`src/hdl/ahsc_regs.vh`:
```
`ifndef AHSC_REGS_VH
`define AHSC_REGS_VH
// Byte offsets
`define AHSC_OFF_CTRL 12'h000
`define AHSC_OFF_SRCSEL 12'h004
`define AHSC_OFF_HOMEREQ 12'h008
`define AHSC_OFF_STATUS 12'h00c
`define AHSC_OFF_RAMPMS 12'h010
`define AHSC_OFF_DELAYS 12'h014
`define AHSC_OFF_SOLTOL 12'h018
`define AHSC_OFF_FAULT 12'h01c
`define AHSC_OFF_HOMEPOS0 12'h020
`define AHSC_OFF_SPEED0 12'h030
`define AHSC_OFF_SPDPER 12'h040
// Control bit positions
`define AHSC_CTRL_LEGACY 0
`define AHSC_CTRL_MEAS_FALL 1
`define AHSC_CTRL_FRAME81 2
`define AHSC_CTRL_AXIS_PARAM 3
`define AHSC_CTRL_SPEED_EN_LSB 4
`define AHSC_CTRL_FAULT_CLR 8
// Legacy source-select bits in the output word
`define AHSC_SRC_BIT_LSB 8
// Frame numbers and external-encoder limit
`define AHSC_FRAME_STANDARD_FRAME_THREE 8'h03
`define AHSC_FRAME_EXT 8'h51
`define AHSC_MAX_EXT_ENC 3'h4
// Reset values
`define AHSC_RST_RAMPMS 16'h0000
`define AHSC_RST_DELAYS 16'h0000
`define AHSC_RST_SOLTOL 4'h0
`define AHSC_RST_SPDPER 32'h000f4240
// Timing
`define AHSC_CLK_HZ 200000000
`define AHSC_MS_NS 1000000
`define AHSC_CLK_NS 5
`define AHSC_MS_CYCLES (`AHSC_MS_NS / `AHSC_CLK_NS)
`define AHSC_S_MS 1000
`endif

```
`src/hdl/ahsc_tick_div.v`:
```
`timescale 1ns/1ps
// Free-running divider giving a one-cycle tick every period cycles.
module ahsc_tick_div #(
   parameter PERIOD = 200000
) (
   input wire pclk,
   input wire presetn,
   output reg tick
);
   reg [31:0] cnt;
   always @(posedge pclk or negedge presetn) begin
      if (!presetn) begin
         cnt <= 32'h00000000;
         tick <= 1'b0;
      end else if (cnt >= PERIOD - 1) begin
         cnt <= 32'h00000000;
         tick <= 1'b1;
      end else begin
         cnt <= cnt + 32'h00000001;
         tick <= 1'b0;
      end
   end
endmodule

```
`src/hdl/ahsc_axis_homing_shutdown.v`:
```
// How it works
// RULE1 - on homing request, latch encoder value at next zero mark as home position
// RULE2 - measuring and homing jobs never active together on one axis
// RULE3 - legacy mode off: homing always uses the axis's own encoder zero mark
// RULE4 - legacy mode on: source from output word, not from encoder control word
// RULE5 - output word bits 8..11 pick axes 1..4: 0 encoder mark, 1 external rising
// RULE6 - controller sets source bit before requesting reference-mark search
// RULE7 - source bits may change in operation; next requests use the new source
// RULE8 - external zero mark homing always triggers on the rising edge
// RULE9 - controller handles cam, slows axis, then requests homing to encoder mark
// RULE10 - measuring input captures on rising or falling edge, never both
// RULE11 - device computes actual speed per enabled encoder into the speed field
// RULE12 - up to four external encoders without axis, only with frame 81
// RULE13 - frame 3 with encoders but no axis parameterized: ready stays low
// RULE14 - fault ramps all setpoints linearly to zero over 0..65535 ms from maximum
// RULE15 - ramp triggers: over-temperature, sign-of-life failure, sync loss
// RULE16 - ramp duration zero: fault releases drives to coast
// RULE17 - over-temperature starts 0..65535 s delay; ramp only when it expires
// RULE18 - alarm clearing during delay resets the timer, no ramp
// RULE19 - sign-of-life failures counted; ramp once count exceeds the tolerance
// RULE20 - homing request stays armed until capture or withdrawal; one capture each
//
// Design decisions made here: the address map and the APB register port.
`timescale 1ns/1ps
`include "ahsc_regs.vh"
module ahsc_axis_homing_shutdown #(
   parameter AXES = 4,
   parameter MS_CYCLES = `AHSC_MS_CYCLES
) (
   input wire pclk,
   input wire presetn,
   input wire psel,
   input wire penable,
   input wire pwrite,
   input wire [11:0] paddr,
   input wire [31:0] pwdata,
   output wire pready,
   output reg [31:0] prdata,
   output wire pslverr,
   input wire [15:0] output_word,
   input wire [AXES-1:0] encoder_n_control_word_home,
   input wire [AXES-1:0] encoder_n_control_word_src_ext,
   input wire [AXES-1:0] measure_job,
   input wire [AXES-1:0] encoder_zero_mark,
   input wire [AXES-1:0] ext_zero_mark,
   input wire [AXES-1:0] measure_input,
   input wire [AXES*32-1:0] encoder_value,
   input wire [7:0] frame_type,
   input wire [2:0] encoder_count,
   input wire temp_alarm,
   input wire sign_of_life_fail,
   input wire sync_lost,
   input wire [15:0] setpoint_in,
   output reg [15:0] setpoint_out,
   output reg drive_coast,
   output reg ramp_active,
   output reg ready,
   output reg config_error,
   output reg [AXES-1:0] home_done,
   output reg [AXES*32-1:0] home_position,
   output reg [AXES-1:0] measure_done,
   output reg [AXES*32-1:0] measure_value,
   output reg [AXES*32-1:0] actual_speed_field
);
   reg [31:0] ctrl;
   reg [15:0] ramp_ms;
   reg [15:0] delay_s;
   reg [3:0] sol_tol;
   reg [31:0] speed_period;
   reg [4:0] sol_cnt;
   reg [31:0] delay_cnt;
   reg [15:0] ramp_ms_cnt;
   reg [15:0] ramp_step;
   reg [3:0] fault_flags;
   reg temp_d;
   reg sol_d;
   wire ms_tick;
   wire legacy_source_select_mode = ctrl[`AHSC_CTRL_LEGACY];
   wire wr = psel & penable & pwrite;
   wire [AXES-1:0] src_ext;
   wire [AXES-1:0] capture_ev;
   wire temp_expired;
   wire fault_now;
   wire [31:0] ramp_quot;
   wire clr_ok;

   ahsc_tick_div #(
      .PERIOD(MS_CYCLES)
   ) u_ms (
      .pclk(pclk),
      .presetn(presetn),
      .tick(ms_tick)
   );

   assign pready = 1'b1;
   assign pslverr = 1'b0;

   // Register writes; fault-clear bit self-clears
   always @(posedge pclk or negedge presetn) begin
      if (!presetn) begin
         ctrl <= 32'h00000000;
         ramp_ms <= `AHSC_RST_RAMPMS;
         delay_s <= `AHSC_RST_DELAYS;
         sol_tol <= `AHSC_RST_SOLTOL;
         speed_period <= `AHSC_RST_SPDPER;
      end else begin
         ctrl[`AHSC_CTRL_FAULT_CLR] <= 1'b0;
         if (wr) begin
            case (paddr)
               `AHSC_OFF_CTRL: ctrl <= {23'h000000, pwdata[8:0]};
               `AHSC_OFF_RAMPMS: ramp_ms <= pwdata[15:0];
               `AHSC_OFF_DELAYS: delay_s <= pwdata[15:0];
               `AHSC_OFF_SOLTOL: sol_tol <= pwdata[3:0];
               `AHSC_OFF_SPDPER: speed_period <= pwdata;
               default: ;
            endcase
         end
      end
   end

   // Read mux, registered data
   always @(posedge pclk or negedge presetn) begin
      if (!presetn) begin
         prdata <= 32'h00000000;
      end else if (psel & ~penable & ~pwrite) begin
         case (paddr)
            `AHSC_OFF_CTRL: prdata <= ctrl;
            `AHSC_OFF_SRCSEL: prdata <= {28'h0000000, src_ext};
            `AHSC_OFF_HOMEREQ: prdata <= {28'h0000000, home_done};
            `AHSC_OFF_STATUS: prdata <= {24'h000000, config_error, ready, drive_coast, ramp_active, sol_cnt[3:0]};
            `AHSC_OFF_RAMPMS: prdata <= {16'h0000, ramp_ms};
            `AHSC_OFF_DELAYS: prdata <= {16'h0000, delay_s};
            `AHSC_OFF_SOLTOL: prdata <= {28'h0000000, sol_tol};
            `AHSC_OFF_FAULT: prdata <= {28'h0000000, fault_flags};
            `AHSC_OFF_SPDPER: prdata <= speed_period;
            default: begin
               if (paddr >= `AHSC_OFF_HOMEPOS0 && paddr < `AHSC_OFF_SPEED0)
                  prdata <= home_position[paddr[3:2]*32 +: 32];
               else if (paddr >= `AHSC_OFF_SPEED0 && paddr < `AHSC_OFF_SPDPER)
                  prdata <= actual_speed_field[paddr[3:2]*32 +: 32];
               else
                  prdata <= 32'h00000000;
            end
         endcase
      end
   end

   // Per-axis homing, measuring and speed
   genvar g;
   generate
      for (g = 0; g < AXES; g = g + 1) begin : g_axis
         reg ext_d;
         reg enc_d;
         reg meas_d;
         reg armed;
         reg [31:0] spd_last;
         reg [31:0] spd_cnt;
         // Source bit is sampled live so a change applies to the next request
         assign src_ext[g] = legacy_source_select_mode ? output_word[`AHSC_SRC_BIT_LSB + g] : // RULE4 RULE5 RULE7
            1'b0; // RULE3
         // External source triggers on the rising edge only
         assign capture_ev[g] = src_ext[g] ? (ext_zero_mark[g] & ~ext_d) : // RULE8
            (encoder_zero_mark[g] & ~enc_d);
         always @(posedge pclk or negedge presetn) begin
            if (!presetn) begin
               ext_d <= 1'b0;
               enc_d <= 1'b0;
               meas_d <= 1'b0;
               armed <= 1'b0;
               home_done[g] <= 1'b0;
               home_position[g*32 +: 32] <= 32'h00000000;
               measure_done[g] <= 1'b0;
               measure_value[g*32 +: 32] <= 32'h00000000;
               spd_last <= 32'h00000000;
               spd_cnt <= 32'h00000000;
               actual_speed_field[g*32 +: 32] <= 32'h00000000;
            end else begin
               ext_d <= ext_zero_mark[g];
               enc_d <= encoder_zero_mark[g];
               meas_d <= measure_input[g];
               // Homing wins when both jobs are requested at once
               if (!encoder_n_control_word_home[g]) begin
                  armed <= 1'b0; // RULE20
                  home_done[g] <= 1'b0;
               end else if (!home_done[g] && !armed) begin
                  armed <= 1'b1; // RULE20
               end else if (armed && capture_ev[g]) begin
                  armed <= 1'b0; // RULE20
                  home_done[g] <= 1'b1; // RULE1
                  home_position[g*32 +: 32] <= encoder_value[g*32 +: 32]; // RULE1
               end
               if (!measure_job[g] || encoder_n_control_word_home[g]) begin
                  measure_done[g] <= 1'b0; // RULE2
               end else if (!measure_done[g] && (ctrl[`AHSC_CTRL_MEAS_FALL] ?
                     (~measure_input[g] & meas_d) : (measure_input[g] & ~meas_d))) begin // RULE10
                  measure_done[g] <= 1'b1;
                  measure_value[g*32 +: 32] <= encoder_value[g*32 +: 32];
               end
               // Speed: position change per configurable window
               if (ctrl[`AHSC_CTRL_SPEED_EN_LSB + g]) begin
                  if (spd_cnt >= speed_period - 32'h00000001) begin
                     spd_cnt <= 32'h00000000;
                     spd_last <= encoder_value[g*32 +: 32];
                     actual_speed_field[g*32 +: 32] <= encoder_value[g*32 +: 32] - spd_last; // RULE11
                  end else begin
                     spd_cnt <= spd_cnt + 32'h00000001;
                  end
               end else begin
                  spd_cnt <= 32'h00000000;
                  actual_speed_field[g*32 +: 32] <= 32'h00000000;
               end
            end
         end
      end
   endgenerate

   // Temperature delay in ms ticks; clears when the alarm drops
   assign temp_expired = temp_d && (delay_cnt >= {16'h0000, delay_s} * `AHSC_S_MS); // RULE17
   assign fault_now = temp_expired || (sol_cnt > {1'b0, sol_tol}) || sync_lost; // RULE15 RULE19
   // The sign-of-life count clears on the clear edge itself, so from sign of life only a new failure may hold the clear off
   assign clr_ok = !temp_expired && !sync_lost && !(sign_of_life_fail && !sol_d);
   assign ramp_quot = 32'h0000ffff / {16'h0000, ramp_ms};

   always @(posedge pclk or negedge presetn) begin
      if (!presetn) begin
         temp_d <= 1'b0;
         sol_d <= 1'b0;
         delay_cnt <= 32'h00000000;
         sol_cnt <= 5'h00;
         fault_flags <= 4'h0;
      end else begin
         temp_d <= temp_alarm;
         sol_d <= sign_of_life_fail;
         if (!temp_alarm) begin
            delay_cnt <= 32'h00000000; // RULE18
         end else if (ms_tick && !temp_expired) begin
            delay_cnt <= delay_cnt + 32'h00000001; // RULE17
         end
         // New failures are counted even while clearing
         if (sign_of_life_fail && !sol_d && sol_cnt != 5'h1f) begin
            sol_cnt <= sol_cnt + 5'h01; // RULE19
         end else if (ctrl[`AHSC_CTRL_FAULT_CLR]) begin
            sol_cnt <= 5'h00;
         end
         fault_flags <= (ctrl[`AHSC_CTRL_FAULT_CLR] ? 4'h0 : fault_flags) |
            {1'b0, sync_lost, sol_cnt > {1'b0, sol_tol}, temp_expired};
      end
   end

   // Step is registered so the divider stays out of the ramp path; a zero duration never divides
   always @(posedge pclk or negedge presetn) begin
      if (!presetn) begin
         ramp_step <= 16'hffff;
      end else if (ramp_ms == 16'h0000) begin
         ramp_step <= 16'hffff;
      end else begin
         ramp_step <= ramp_quot[15:0];
      end
   end

   // Shutdown ramp: slope fixed from full scale, so remaining time scales with setpoint
   always @(posedge pclk or negedge presetn) begin
      if (!presetn) begin
         ramp_active <= 1'b0;
         drive_coast <= 1'b0;
         ramp_ms_cnt <= 16'h0000;
         setpoint_out <= 16'h0000;
      end else if (!ramp_active && !drive_coast) begin
         setpoint_out <= setpoint_in;
         if (fault_now) begin
            if (ramp_ms == 16'h0000) begin
               drive_coast <= 1'b1; // RULE16
               setpoint_out <= 16'h0000;
            end else begin
               ramp_active <= 1'b1; // RULE14
               ramp_ms_cnt <= 16'h0000;
            end
         end
      end else if (ctrl[`AHSC_CTRL_FAULT_CLR] && clr_ok) begin
         ramp_active <= 1'b0;
         drive_coast <= 1'b0;
      end else if (ramp_active && ms_tick) begin
         // Each ms the setpoint drops by full scale / ramp_ms
         if (ramp_ms_cnt != 16'hffff)
            ramp_ms_cnt <= ramp_ms_cnt + 16'h0001;
         if ({16'h0000, ramp_ms_cnt} + 32'h00000001 >= {16'h0000, ramp_ms} ||
               setpoint_out <= ramp_step)
            setpoint_out <= 16'h0000; // RULE14
         else
            setpoint_out <= setpoint_out - ramp_step; // RULE14
      end
   end

   // Ready output and external-encoder configuration check
   always @(posedge pclk or negedge presetn) begin
      if (!presetn) begin
         ready <= 1'b0;
         config_error <= 1'b0;
      end else begin
         config_error <= !ctrl[`AHSC_CTRL_AXIS_PARAM] && encoder_count != 3'h0 &&
            (frame_type != `AHSC_FRAME_EXT || encoder_count > `AHSC_MAX_EXT_ENC); // RULE12
         ready <= !(frame_type == `AHSC_FRAME_STANDARD_FRAME_THREE && !ctrl[`AHSC_CTRL_AXIS_PARAM] &&
            encoder_count != 3'h0) && !ramp_active && !drive_coast; // RULE13
      end
   end
endmodule

```
`config.mk`:
```
export PLATFORM = sky130hd
export DESIGN_NAME = ahsc_axis_homing_shutdown
export DESIGN_NICKNAME = d
export VERILOG_FILES = /design/src/hdl/ahsc_tick_div.v /design/src/hdl/ahsc_axis_homing_shutdown.v
export VERILOG_INCLUDE_DIRS = /design/src /design/src/hdl
export SDC_FILE = /design/constraint.sdc
export NUM_CORES = 2
export LEC_CHECK = 0
export ABC_AREA = 1
export BUFFER_PORTS_ARGS = -buffer_cell sky130_fd_sc_hd__clkbuf_2
export CORE_MARGIN = 2
export CORE_UTILIZATION = 50
export CTS_CLUSTER_DIAMETER = 40
export DETAILED_ROUTE_END_ITERATION = 8
export GPL_ROUTABILITY_DRIVEN = 0
export PLACE_DENSITY = 0.73
export SLEW_MARGIN = 40
export SYNTH_ARGS = -nofsm -noshare
export SYNTH_HDL_FRONTEND = slang
export SYNTH_SLANG_ARGS = --single-unit
```
`constraint.sdc`:
```
create_clock -name pclk -period 110.3 [get_ports pclk]
set_input_delay 11.03 -clock pclk [delete_from_list [all_inputs] [get_ports pclk]]
set_output_delay 11.03 -clock pclk [all_outputs]
set_load 0.1 [all_outputs]
```
==> summary.txt <==
Setup_tns: 0 ns
DRT iter0 DRCs: 7271
Post-synthesis mux area share: 0.271%
Grt ovf: 0
Hold Fails Final Rpt: 0
Worst r2r src: ramp_ms[1]
Final wirelength: 274000 um
HP Class: reg2reg
Nets: 11800
Worst-case clock buffer depth: 3
Most frequent cell after synthesis: nand2_1
Avg Inst Size Synth: 7.30 um2
Vias in the first global route: 70700
Most frequent CP cell: nand2_1
Clk sinks: 900
DR WL/cell: 21.3 um
R2R cell count: 480
Die Width: 388 um
Root buffer cell: clkbuf_16
First-pass GRT wire length: 412000 um
Initial Utilization: 50.5%
Die Y: 388 um
Post-synthesis sequential area ratio: 30.6%
Area delta synth->final: 14.8%
CP max stage delay: 0.73 ns
Worst Hold Endpoint: u_ms.cnt[0]
IO Count: 693
Post-synth top cells: nand2_1 (2064), inv_1 (1537), o21ai_0 (1008)
Vias per inst: 5.80
Antenna viol nets, final: 0
Die Outline Area: 151000 um2
Reg2reg end: ramp_step[0]
Area share of the leading cell type in the synthesized netlist: 29.7%
Largest area contributor in the netlist: dfrtp_1
Hold_buf cts: 0
Clk_lat worst skew: 0.80 ns
Yosys reg bits: 900
R2r setup slk: 28.86 ns
Post-synth cell types: 79
Period utilization: 73.8%
Max FO, Critical Path: 29
Synth area leaders: dfrtp_1 (30%), ha_1 (12%), nand2_1 (10%), inv_1 (7.8%), o21ai_0 (6.8%)
Clock Skews: 0.0754 ns
Number of flops mapped to enable cells by yosys: 0
Post-Route Utilization: 58.0%
Worst setup EP type: flop
Slew of the pin with the lowest slew margin: 1.01 ns
Slowest CP cell: ha_1
Fraction of the mapped netlist area in adder cells: 14.1%
Post-DP HPWL: 215000 um
Hold Path Stages: 1
TritonCTS Buffers: 150
Synth Area in Compound Gates: 17.7%
Share of cells above drive strength 1: 11.9%
Post CTS Setup Buffer Count: 0
Largest family of logic cells by synthesized area: simple AND/OR/NAND/NOR gates
Status: complete, no violations
# H-tree levels: 4
Total track usage: 35.5%
Drt pass-1 iters: 9
Hold Path Origin: u_ms.cnt[0]
Row count: 140
Max-slew headroom: 32.6%
Vias: 74400
Worst EP required: 110.97 ns
DRC viols: 0
# Max-Cap Violations: 0
Final WS setup: 28.86 ns
Fin. max-slew vios: 0
Core area: 146000 um2
Xor/xnor share of the synthesized area: 5.80%
Final setup vio count: 0
CTS tree: yes
Pre-CTS WS: 29.63 ns
Post-Synth Simple-Gate Area: 22.1%
Post-synth top flop: dfrtp_1
Tmin final: 81.44 ns
CP startpoint kind: flop
Synth warnings: 0
PostCTS Resize Cnt: 0
Port buffer count: 674
Pin count of the biggest net entering global routing: 145
Gate Count Post-Synth: 10100
Fmax: 12.3 MHz
Async set or reset register ratio after synthesis: 100%
Clk pin slew, worst setup/hold paths: 0.05 ns
WS Path Type: reg2reg
Synthesized area: 73800 um2
Worst EP arrival: 82.11 ns
RSZ-0062 raised after global routing: false
Antenna violations before repair: 45
## layer usage
layer / global-route usage [%] / routed length (um) / up-vias
met4: 23.6 / 21200 / 32
met2: 52.6 / 114000 / 3677
met1: 43.8 / 105000 / 34800
met5: 0 / 344 / -
li1: - / - / 34900
met3: 12.0 / 33000 / 883
## stage by stage
step	area, um2	std cells	hold slack (ns)
6_report	84700	12800	0.462
5_1_grt	84700	12800	0.485
2_1_floorplan	73800	10100	0.433
3_3_place_gp	79200	12500	0.447
4_1_cts	84600	12800	0.466
3_5_place_dp	79300	12500	0.459
## worst max-delay path: cells and delay by family (launching register included)
family                     cells  cell delay (ns)
AOI/OAI and AO/OA            186            32.15
adders and majority gates     31            10.74
DFF                            1             0.45
buffers and inverters         72            12.07
and+or+nand+nor              191            25.60
## state kept, by name, summed over array words and instances (netlist names), 32 cells and up
| signal | cells |
|---|---|
| actual_speed_field | 128 |
| delay_cnt | 32 |
| g_axis.spd_cnt | 128 |
| g_axis.spd_last | 128 |
| home_position | 128 |
| measure_value | 128 |
| prdata | 32 |
| speed_period | 32 |
| u_ms.cnt | 32 |
## layout make-up
type | count | area, um2
antenna | 19 | 47.5
timing repair buffer | 745 | 4020
clock inverter | 88 | 1190
sequential | 900 | 22600
clock buffer | 191 | 4140
tap | 1917 | 2400
inverter | 1586 | 5950
multi-input combinational | 7384 | 44400
fill | 13200 | 61300
## cells in the final DEF (no fill, tap or decap), types with 25 or more instances in the layout
master and count:
nand2_1 2056, inv_1 1531, o21ai_0 1004, dfrtp_1 876, ha_1 735, clkbuf_2 673, a21oi_1 670, nor2_1 644
nand3_1 466, xor2_1 343, clkbuf_16 152, o22ai_1 150, xnor2_1 146, nand4_1 134, nor3_1 129, o21bai_1 78
o21ai_1 66, fa_1 59, buf_4 57, o221ai_1 51, a22oi_1 51, nand2_2 50, nor4_1 43, inv_2 41
a31oi_1 40, or2_2 34, a21o_1 32, nand3_2 29, a221oi_1 29, nor3b_1 27, o31ai_1 25
## how the worst max path moves through the flow
stage                     from  slack [ns]  cells after the start            to
floorplan           ramp_ms[0]       40.43                    513  ramp_step[0]
finish              ramp_ms[1]       28.86                    480  ramp_step[0]
global placement    ramp_ms[1]       31.42                    478  ramp_step[0]
global route        ramp_ms[1]       19.46                    483  ramp_step[0]
CTS                 ramp_ms[1]       29.36                    478  ramp_step[0]
detailed placement  ramp_ms[1]       29.63                    480  ramp_step[0]
## logic make-up after synthesis
kind of cell               Yosys count
and+or+nand+nor                   3746
AOI/OAI and AO/OA                 2321
buffers and inverters             1842
DFF                                900
adders and majority gates          794
xor gates and xnor gates           489
muxes                               18
other                                2
Power is left out: the tool's default activity adds up to more than one toggle a clock period on the data nets, which glitch-free logic cannot reach.
